$ cat config.mk
export PLATFORM = sky130hd
export DESIGN_NAME = uap_addr_power
export DESIGN_NICKNAME = d
export VERILOG_FILES = /design/src/uap_pkg.sv /design/src/uap_addr_power.sv
export SDC_FILE = /design/constraint.sdc
export NUM_CORES = 1
export LEC_CHECK = 0
export BUFFER_PORTS_ARGS = -buffer_cell sky130_fd_sc_hd__clkbuf_2
export CAP_MARGIN = 20
export CORE_UTILIZATION = 55
export DETAILED_ROUTE_END_ITERATION = 16
export GPL_ROUTABILITY_DRIVEN = 0
export GPL_TIMING_DRIVEN = 1
export HOLD_SLACK_MARGIN = 0.06
export MAX_ROUTING_LAYER = met4
export PLACE_DENSITY = 0.85
export SKIP_CTS_REPAIR_TIMING = 1
export SYNTH_ARGS = -nofsm -noshare
export SYNTH_HDL_FRONTEND = slang
export SYNTH_SLANG_ARGS = --single-unit
$ cat constraint.sdc
create_clock -name sys_clk -period 2.2 [get_ports sys_clk]
set_input_delay 0.33 -clock sys_clk [delete_from_list [all_inputs] [get_ports sys_clk]]
set_output_delay 0.33 -clock sys_clk [all_outputs]
set_load 0.01 [all_outputs]
$ cat src/uap_pkg.sv
// Function
// RQ1: capability field reports host-or-device value 0x2
// RQ2: host-role bit low means device-mode layout
// RQ3: 7-bit read/write address, bit 7 zero
// RQ4: software loads address assigned by host
// RQ5: device compares token address with stored address
// RQ6: power register resets 0x20, bits 5:4 read 0x2
// RQ7: host drives bus reset while bit 3 set
// RQ8: resume bit drives resume while bus suspended
// RQ9: host software clears resume after 20 ms
// RQ10: host suspend bit: write 1 suspends, 0 ignored
// RQ11: bit 0 powers down the transceiver
// RQ12: iso update holds ready packet until SOF
// RQ13: IN before awaited SOF sends zero-length packet
// RQ14: bit 6 enables or tri-states line drivers
// RQ15: device bit 3 reads bus reset presence
// RQ16: device software clears resume after 10-15 ms
// RQ17: suspend flag set on entry, cleared by read/resume
// RQ18: reserved and read-only bits ignore writes
package uap_pkg;
    localparam int ADDR_W = 4;
    localparam int DATA_W = 8;
    localparam int FA_W = 7;
    localparam int IRQ_W = 3;
    // register offsets
    localparam logic [ADDR_W-1:0] OFS_FUNC_ADDR = 4'h0;
    localparam logic [ADDR_W-1:0] OFS_POWER = 4'h1;
    localparam logic [ADDR_W-1:0] OFS_IRQ_STATUS = 4'h2;
    localparam logic [ADDR_W-1:0] OFS_IRQ_CLEAR = 4'h3;
    localparam logic [ADDR_W-1:0] OFS_IRQ_ENABLE = 4'h4;
    localparam logic [ADDR_W-1:0] OFS_CAPABILITY = 4'h5;
    // power register fields
    localparam int PWR_PHY_DOWN = 0;
    localparam int PWR_SUSPEND = 1;
    localparam int PWR_RESUME = 2;
    localparam int PWR_RESET = 3;
    localparam int PWR_SOFT_CONN = 6;
    localparam int PWR_ISO_WAIT = 7;
    localparam logic [1:0] PWR_DEV_RSVD = 2'h2;
    localparam logic [3:0] PWR_HOST_RSVD = 4'h2;
    localparam logic [DATA_W-1:0] PWR_RESET_VAL = 8'h20;
    localparam logic [DATA_W-1:0] FADDR_RESET_VAL = 8'h00;
    // capability field
    localparam logic [1:0] CAP_HOST_OR_DEVICE = 2'h2;
    // interrupt status bits
    localparam int IRQ_BUS_RESET = 0;
    localparam int IRQ_SUSPEND = 1;
    localparam int IRQ_ZERO_LEN = 2;
    localparam logic [IRQ_W-1:0] IRQ_ENABLE_RESET = 3'h0;
    typedef enum logic [1:0] {
        UAP_ISO_IDLE,
        UAP_ISO_WAIT_SOF,
        UAP_ISO_ARMED
    } uap_iso_state_t;
endpackage

$ cat src/uap_addr_power.sv
`timescale 1ns/10ps
module uap_addr_power (
    // clock and reset
    input wire logic sys_clk,
    input wire logic rst_n,
    // register port
    input wire logic [uap_pkg::ADDR_W-1:0] reg_addr,
    input wire logic [uap_pkg::DATA_W-1:0] reg_wdata,
    input wire logic reg_wr,
    input wire logic reg_rd,
    output logic [uap_pkg::DATA_W-1:0] reg_rdata,
    // neighbouring controller state
    input wire logic host_role,
    input wire logic intr_reg_read,
    input wire logic transmit_packet_ready,
    input wire logic iso_endpoint,
    // bus line events
    input wire logic bus_reset_seen,
    input wire logic suspend_entry,
    input wire logic token_valid,
    input wire logic token_is_sof,
    input wire logic token_is_in,
    input wire logic [uap_pkg::FA_W-1:0] token_addr,
    // bus side controls
    output logic addr_match,
    output logic drive_bus_reset,
    output logic drive_resume,
    output logic bus_suspended,
    output logic transceiver_power_down,
    output logic line_drive_en,
    output logic send_packet,
    output logic send_zero_length,
    // interrupt
    output logic irq
);
    import uap_pkg::*;

    logic [FA_W-1:0] assigned_address_field_reg;
    logic transceiver_power_down_reg;
    logic suspend_reg;
    logic resume_reg;
    logic host_reset_reg;
    logic line_soft_connect_reg;
    logic iso_wait_for_frame_reg;
    logic [IRQ_W-1:0] irq_status_reg;
    logic [IRQ_W-1:0] irq_enable_reg;
    logic [IRQ_W-1:0] irq_status_next;
    logic bus_reset_seen_reg;
    logic line_suspended_reg;
    uap_iso_state_t iso_state_reg;
    uap_iso_state_t iso_state_next;
    logic send_packet_next;
    logic send_zero_next;
    logic wr_func;
    logic wr_power;
    logic in_to_us;
    logic [DATA_W-1:0] power_view;
    logic [DATA_W-1:0] read_next;

    assign wr_func = reg_wr && (reg_addr == OFS_FUNC_ADDR);
    assign wr_power = reg_wr && (reg_addr == OFS_POWER);
    assign in_to_us = !host_role && token_valid && token_is_in
        && (token_addr == assigned_address_field_reg); // RQ5

    // function address store
    always_ff @(posedge sys_clk) begin
        if (!rst_n) begin
            assigned_address_field_reg <= FADDR_RESET_VAL[FA_W-1:0];
        end else if (wr_func) begin
            assigned_address_field_reg <= reg_wdata[FA_W-1:0]; // RQ3 RQ4
        end
    end

    // power and resume bits common to both modes
    always_ff @(posedge sys_clk) begin
        if (!rst_n) begin
            transceiver_power_down_reg <= PWR_RESET_VAL[PWR_PHY_DOWN];
            resume_reg <= PWR_RESET_VAL[PWR_RESUME];
        end else if (wr_power) begin
            transceiver_power_down_reg <= reg_wdata[PWR_PHY_DOWN]; // RQ11
            resume_reg <= reg_wdata[PWR_RESUME]; // RQ8
        end
    end

    // mode-specific writable bits
    always_ff @(posedge sys_clk) begin
        if (!rst_n) begin
            host_reset_reg <= PWR_RESET_VAL[PWR_RESET];
            line_soft_connect_reg <= PWR_RESET_VAL[PWR_SOFT_CONN];
            iso_wait_for_frame_reg <= PWR_RESET_VAL[PWR_ISO_WAIT];
        end else if (wr_power) begin
            if (host_role) begin
                host_reset_reg <= reg_wdata[PWR_RESET]; // RQ7
            end else begin
                line_soft_connect_reg <= reg_wdata[PWR_SOFT_CONN]; // RQ14
                iso_wait_for_frame_reg <= reg_wdata[PWR_ISO_WAIT]; // RQ12
            end
        end
    end

    // suspend: host write-one-to-set, device hardware flag
    always_ff @(posedge sys_clk) begin
        if (!rst_n) begin
            suspend_reg <= PWR_RESET_VAL[PWR_SUSPEND];
        end else if (host_role) begin
            if (wr_power && reg_wdata[PWR_SUSPEND]) begin
                suspend_reg <= 1'b1; // RQ10
            end else if (resume_reg && wr_power && !reg_wdata[PWR_RESUME]) begin
                suspend_reg <= 1'b0;
            end
        end else if (suspend_entry) begin
            suspend_reg <= 1'b1; // RQ17
        end else if (intr_reg_read || (wr_power && reg_wdata[PWR_RESUME])) begin
            suspend_reg <= 1'b0; // RQ17
        end
    end

    // line stays suspended until resume signalling ends or a bus reset is seen
    always_ff @(posedge sys_clk) begin
        if (!rst_n) begin
            line_suspended_reg <= 1'b0;
        end else if (host_role) begin
            line_suspended_reg <= 1'b0;
        end else if (suspend_entry) begin
            line_suspended_reg <= 1'b1; // RQ8
        end else if (bus_reset_seen || (wr_power && resume_reg && !reg_wdata[PWR_RESUME])) begin
            line_suspended_reg <= 1'b0;
        end
    end

    // line state sample
    always_ff @(posedge sys_clk) begin
        if (!rst_n) begin
            bus_reset_seen_reg <= 1'b0;
        end else begin
            bus_reset_seen_reg <= bus_reset_seen && !host_role; // RQ15
        end
    end

    // isochronous send timing
    always_comb begin
        iso_state_next = iso_state_reg;
        send_packet_next = 1'b0;
        send_zero_next = 1'b0;
        case (iso_state_reg)
            UAP_ISO_IDLE: begin
                if (!host_role && transmit_packet_ready) begin
                    if (iso_wait_for_frame_reg && iso_endpoint) begin
                        iso_state_next = UAP_ISO_WAIT_SOF; // RQ12
                        send_zero_next = in_to_us; // RQ13
                    end else if (in_to_us) begin
                        send_packet_next = 1'b1;
                    end
                end
            end
            UAP_ISO_WAIT_SOF: begin
                if (!transmit_packet_ready || host_role) begin
                    iso_state_next = UAP_ISO_IDLE;
                end else if (token_valid && token_is_sof) begin
                    iso_state_next = UAP_ISO_ARMED; // RQ12
                end else if (in_to_us) begin
                    send_zero_next = 1'b1; // RQ13
                end
            end
            UAP_ISO_ARMED: begin
                if (!transmit_packet_ready || host_role) begin
                    iso_state_next = UAP_ISO_IDLE;
                end else if (in_to_us) begin
                    send_packet_next = 1'b1;
                    iso_state_next = UAP_ISO_IDLE;
                end
            end
            default: begin
                iso_state_next = UAP_ISO_IDLE;
            end
        endcase
    end

    always_ff @(posedge sys_clk) begin
        if (!rst_n) begin
            iso_state_reg <= UAP_ISO_IDLE;
            send_packet <= 1'b0;
            send_zero_length <= 1'b0;
        end else begin
            iso_state_reg <= iso_state_next;
            send_packet <= send_packet_next;
            send_zero_length <= send_zero_next;
        end
    end

    // bus side outputs
    always_ff @(posedge sys_clk) begin
        if (!rst_n) begin
            addr_match <= 1'b0;
            drive_bus_reset <= 1'b0;
            drive_resume <= 1'b0;
            bus_suspended <= 1'b0;
            transceiver_power_down <= 1'b0;
            line_drive_en <= 1'b0;
        end else begin
            addr_match <= !host_role && token_valid
                && (token_addr == assigned_address_field_reg); // RQ5
            drive_bus_reset <= host_role && host_reset_reg; // RQ7
            drive_resume <= resume_reg && (suspend_reg || line_suspended_reg); // RQ8
            bus_suspended <= suspend_reg;
            transceiver_power_down <= transceiver_power_down_reg; // RQ11
            line_drive_en <= host_role || line_soft_connect_reg; // RQ14
        end
    end

    // interrupt status, set wins over clear
    always_comb begin
        irq_status_next = irq_status_reg;
        if (reg_wr && (reg_addr == OFS_IRQ_CLEAR)) begin
            irq_status_next = irq_status_reg & ~reg_wdata[IRQ_W-1:0];
        end
        if (bus_reset_seen && !host_role && !bus_reset_seen_reg) begin
            irq_status_next[IRQ_BUS_RESET] = 1'b1;
        end
        if (suspend_entry && !host_role) begin
            irq_status_next[IRQ_SUSPEND] = 1'b1;
        end
        if (send_zero_next) begin
            irq_status_next[IRQ_ZERO_LEN] = 1'b1;
        end
    end

    always_ff @(posedge sys_clk) begin
        if (!rst_n) begin
            irq_status_reg <= '0;
            irq_enable_reg <= IRQ_ENABLE_RESET;
            irq <= 1'b0;
        end else begin
            irq_status_reg <= irq_status_next;
            if (reg_wr && (reg_addr == OFS_IRQ_ENABLE)) begin
                irq_enable_reg <= reg_wdata[IRQ_W-1:0];
            end
            irq <= |(irq_status_reg & irq_enable_reg);
        end
    end

    // register read path
    always_comb begin
        if (host_role) begin
            power_view = {PWR_HOST_RSVD, host_reset_reg, resume_reg, suspend_reg,
                transceiver_power_down_reg}; // RQ2 RQ6 RQ18
        end else begin
            power_view = {iso_wait_for_frame_reg, line_soft_connect_reg, PWR_DEV_RSVD,
                bus_reset_seen_reg, resume_reg, suspend_reg,
                transceiver_power_down_reg}; // RQ2 RQ6 RQ15
        end
        read_next = '0;
        if (reg_addr == OFS_FUNC_ADDR) begin
            read_next = {1'b0, assigned_address_field_reg}; // RQ3 RQ18
        end else if (reg_addr == OFS_POWER) begin
            read_next = power_view;
        end else if (reg_addr == OFS_IRQ_STATUS) begin
            read_next = {{(DATA_W-IRQ_W){1'b0}}, irq_status_reg};
        end else if (reg_addr == OFS_IRQ_ENABLE) begin
            read_next = {{(DATA_W-IRQ_W){1'b0}}, irq_enable_reg};
        end else if (reg_addr == OFS_CAPABILITY) begin
            read_next = {{(DATA_W-2){1'b0}}, CAP_HOST_OR_DEVICE}; // RQ1
        end
    end

    always_ff @(posedge sys_clk) begin
        if (!rst_n) begin
            reg_rdata <= '0;
        end else if (reg_rd) begin
            reg_rdata <= read_next;
        end else begin
            reg_rdata <= '0;
        end
    end
endmodule // uap_addr_power

==> flow_summary.json <==
{
  "synth.distinct_cells": 43,
  "rsz0062_at_grt": "no",
  "synth_cells": 185,
  "path_max_fanout": 4,
  "synth_xor_area_share_pct": 3.44,
  "grt_pass1_vias": 1352,
  "synth-simple-area-share_pct": 27.1,
  "netlist_top_cells_count": "40 x dfxtp_1, 21 x nand2_1, 14 x nor2b_1",
  "clk_transition_reported_paths_ps": 120,
  "critPathLaunchType": "flop",
  "final_net_count": 267,
  "ys.flop_type": "dfxtp_1",
  "wl_per_cell_microns": 13.8,
  "numCtsBuffers": 5,
  "synth.area.mux_share_pct": 3.37,
  "yosysTopAreaCellShare_pct": 45.0,
  "skew_ps": 4.19,
  "fin_crit_sh_pct": 69.4,
  "fmaxAchievable_mhz": 655,
  "synth_compound_area_share_pct": 16.5,
  "outcome": "finished clean",
  "hp-start": "reg_wdata[4]",
  "antenna_cells": 0,
  "wl_microns": 3850,
  "die_width_microns": 58.9,
  "yosysMostFrequentCell": "dfxtp_1",
  "io_pins": 49,
  "worstPathRequired_ps": 2500,
  "period_minus_slack_ps": 1530,
  "rows": 20,
  "insertion_delay_ps": 350,
  "syn_to_final_growth_pct": 19.6,
  "via_count": 1514,
  "avgSynthCellArea_sq_um": 9.62,
  "htree_levels": 2,
  "grt_max_degree": 20,
  "ir_drop_uv": 419,
  "maxCapViolCount": 0,
  "largest_reg_flops": 8,
  "end_kind": "flop",
  "async_flop_share_pct": 0,
  "yosysTopAreaCell": "dfxtp_1",
  "yosys_warnings": 0,
  "antenna_found_initial": 0,
  "drv_slew": 0,
  "dpl.hpwl_microns": 2940,
  "grt_overflow": 0,
  "fp.coreArea_sq_um": 3050,
  "synth_enable_flop_cells": 0,
  "synth_fp_nets": 217,
  "cp-startpoint": "assigned_address_field_reg[2]",
  "fillers": 260,
  "powerDensity_nw_per_um2": 667,
  "critPathArrivalTime_ps": 1830,
  "setup_violations": 0,
  "initial_core_util_pct": 58.3,
  "synthAdderAreaFrac_pct": 0,
  "via_per_inst": 5.41,
  "worst_pin_slew_ps": 502,
  "dieHeight_microns": 58.9,
  "netlist_top_cells_area": "dfxtp_1 45%, nor2b_1 4.9%, a21boi_0 4.6%, nand2_1 4.4%, xor2_1 3.4%",
  "grt_util_all_layers_pct": 25.1,
  "clk_root_buffer_cell": "clkbuf_4",
  "min_path_type": "in2reg",
  "pre_cts_ws_ps": 541,
  "port_buffers": 48,
  "die_area_sq_um": 3470,
  "synth-seq-cells": 40,
  "clock_sinks": 40,
  "leakage_nw": 0.936,
  "ant_nets": 0,
  "r2r-start": "assigned_address_field_reg[2]",
  "synth_top_family_by_area": "simple AND/OR/NAND/NOR gates",
  "drc": 0,
  "rr_worst_depth": 4,
  "min_path_cells": 3,
  "tns_ps": 0,
  "relSlewSlack_pct": 66.1,
  "synth_area_sq_um": 1780,
  "grt_pass1_wl_microns": 6130,
  "tritoncts": "yes",
  "drt_iter0_drc": 43,
  "seq_area_frac_synth_pct": 45.0,
  "hold_viol": 0,
  "path_class": "reg2reg",
  "setup_ws_ps": 674,
  "cts_buffer_depth": 2,
  "drive_above_1_share_pct": 28.4,
  "drtPass1Iterations": 4
}
## kinds of logic (layout without fill, tap and decap cells)
| group | Yosys count | after routing |
|---|---|---|
| AO/OA/AOI/OAI | 39 | 39 |
| XOR/XNOR | 7 | 7 |
| buffers and inverters | 12 | 63 |
| flip-flops | 40 | 40 |
| multiplexers | 6 | 6 |
| AND/OR/NAND/NOR | 81 | 81 |
## placed cells by master (no fill, tap or decap), types with 4 or more instances in the layout
| master | instances |
|---|---|
| a21oi_1 | 6 |
| and3_1 | 4 |
| dfxtp_1 | 40 |
| clkbuf_4 | 5 |
| and2_1 | 4 |
| clkbuf_2 | 48 |
| nor2b_1 | 14 |
| nand3_1 | 11 |
| nand2_1 | 21 |
| a21boi_0 | 11 |
| mux2i_1 | 6 |
| xor2_1 | 7 |
| buf_4 | 4 |
| nor2_1 | 7 |
## area by class of cell
cell class	instances	area [sq um]	area share, %
Clock inverter	1	30.0	1.41
Inverter	3	11.3	0.529
Tap cell	44	55.1	2.59
Clock buffer	7	65.1	3.06
Multi-Input combinational cell	133	897	42.1
Sequential cell	40	801	37.6
Timing Repair Buffer	52	270	12.7
## report_power, final
part           internal (mW)  leakage [nW]  switching [mW]  total, mW
clock network          0.302        0.0515           0.241      0.543
registers              0.737         0.324         0.00860      0.745
logic                 0.0566         0.560          0.0749      0.132
## worst max-delay path, stage by stage (launching register included)
cell	delay, ps
dfxtp_1	360
xor2_1	180
nor4_1	470
and3_1	310
o2111a_1	180
## metal layers
metal	vias up	track usage [%]	share of wire, %
li1	759	-	-
met1	705	31.0	45
met2	45	39.1	48
met3	5	7.25	5.1
met4	0	8.50	1.2
met5	-	-	0
## path summary, 6_finish.rpt
check / slack [ps] / to
worst min-delay path: 210 / assigned_address_field_reg[4]
worst max-delay path: 670 / send_packet
worst max register to register: 670 / send_packet
worst min register to register: 490 / host_reset_reg
## per-stage QoR
step           instance area, sq um  hold slack [ps]  total power, mW  std cells  utilization, %
3_5_place_dp                   2030              474            0.892        272            66.6
5_1_grt                        2130              223             1.47        280            69.8
2_1_floorplan                  1780              440            0.839        185               -
6_report                       2130              215             1.42        280            69.8
4_1_cts                        2130              214             1.42        280            69.8
3_3_place_gp                   2030              466            0.890        272            66.6
No activity file was read; power rests on OpenSTA's default activity.
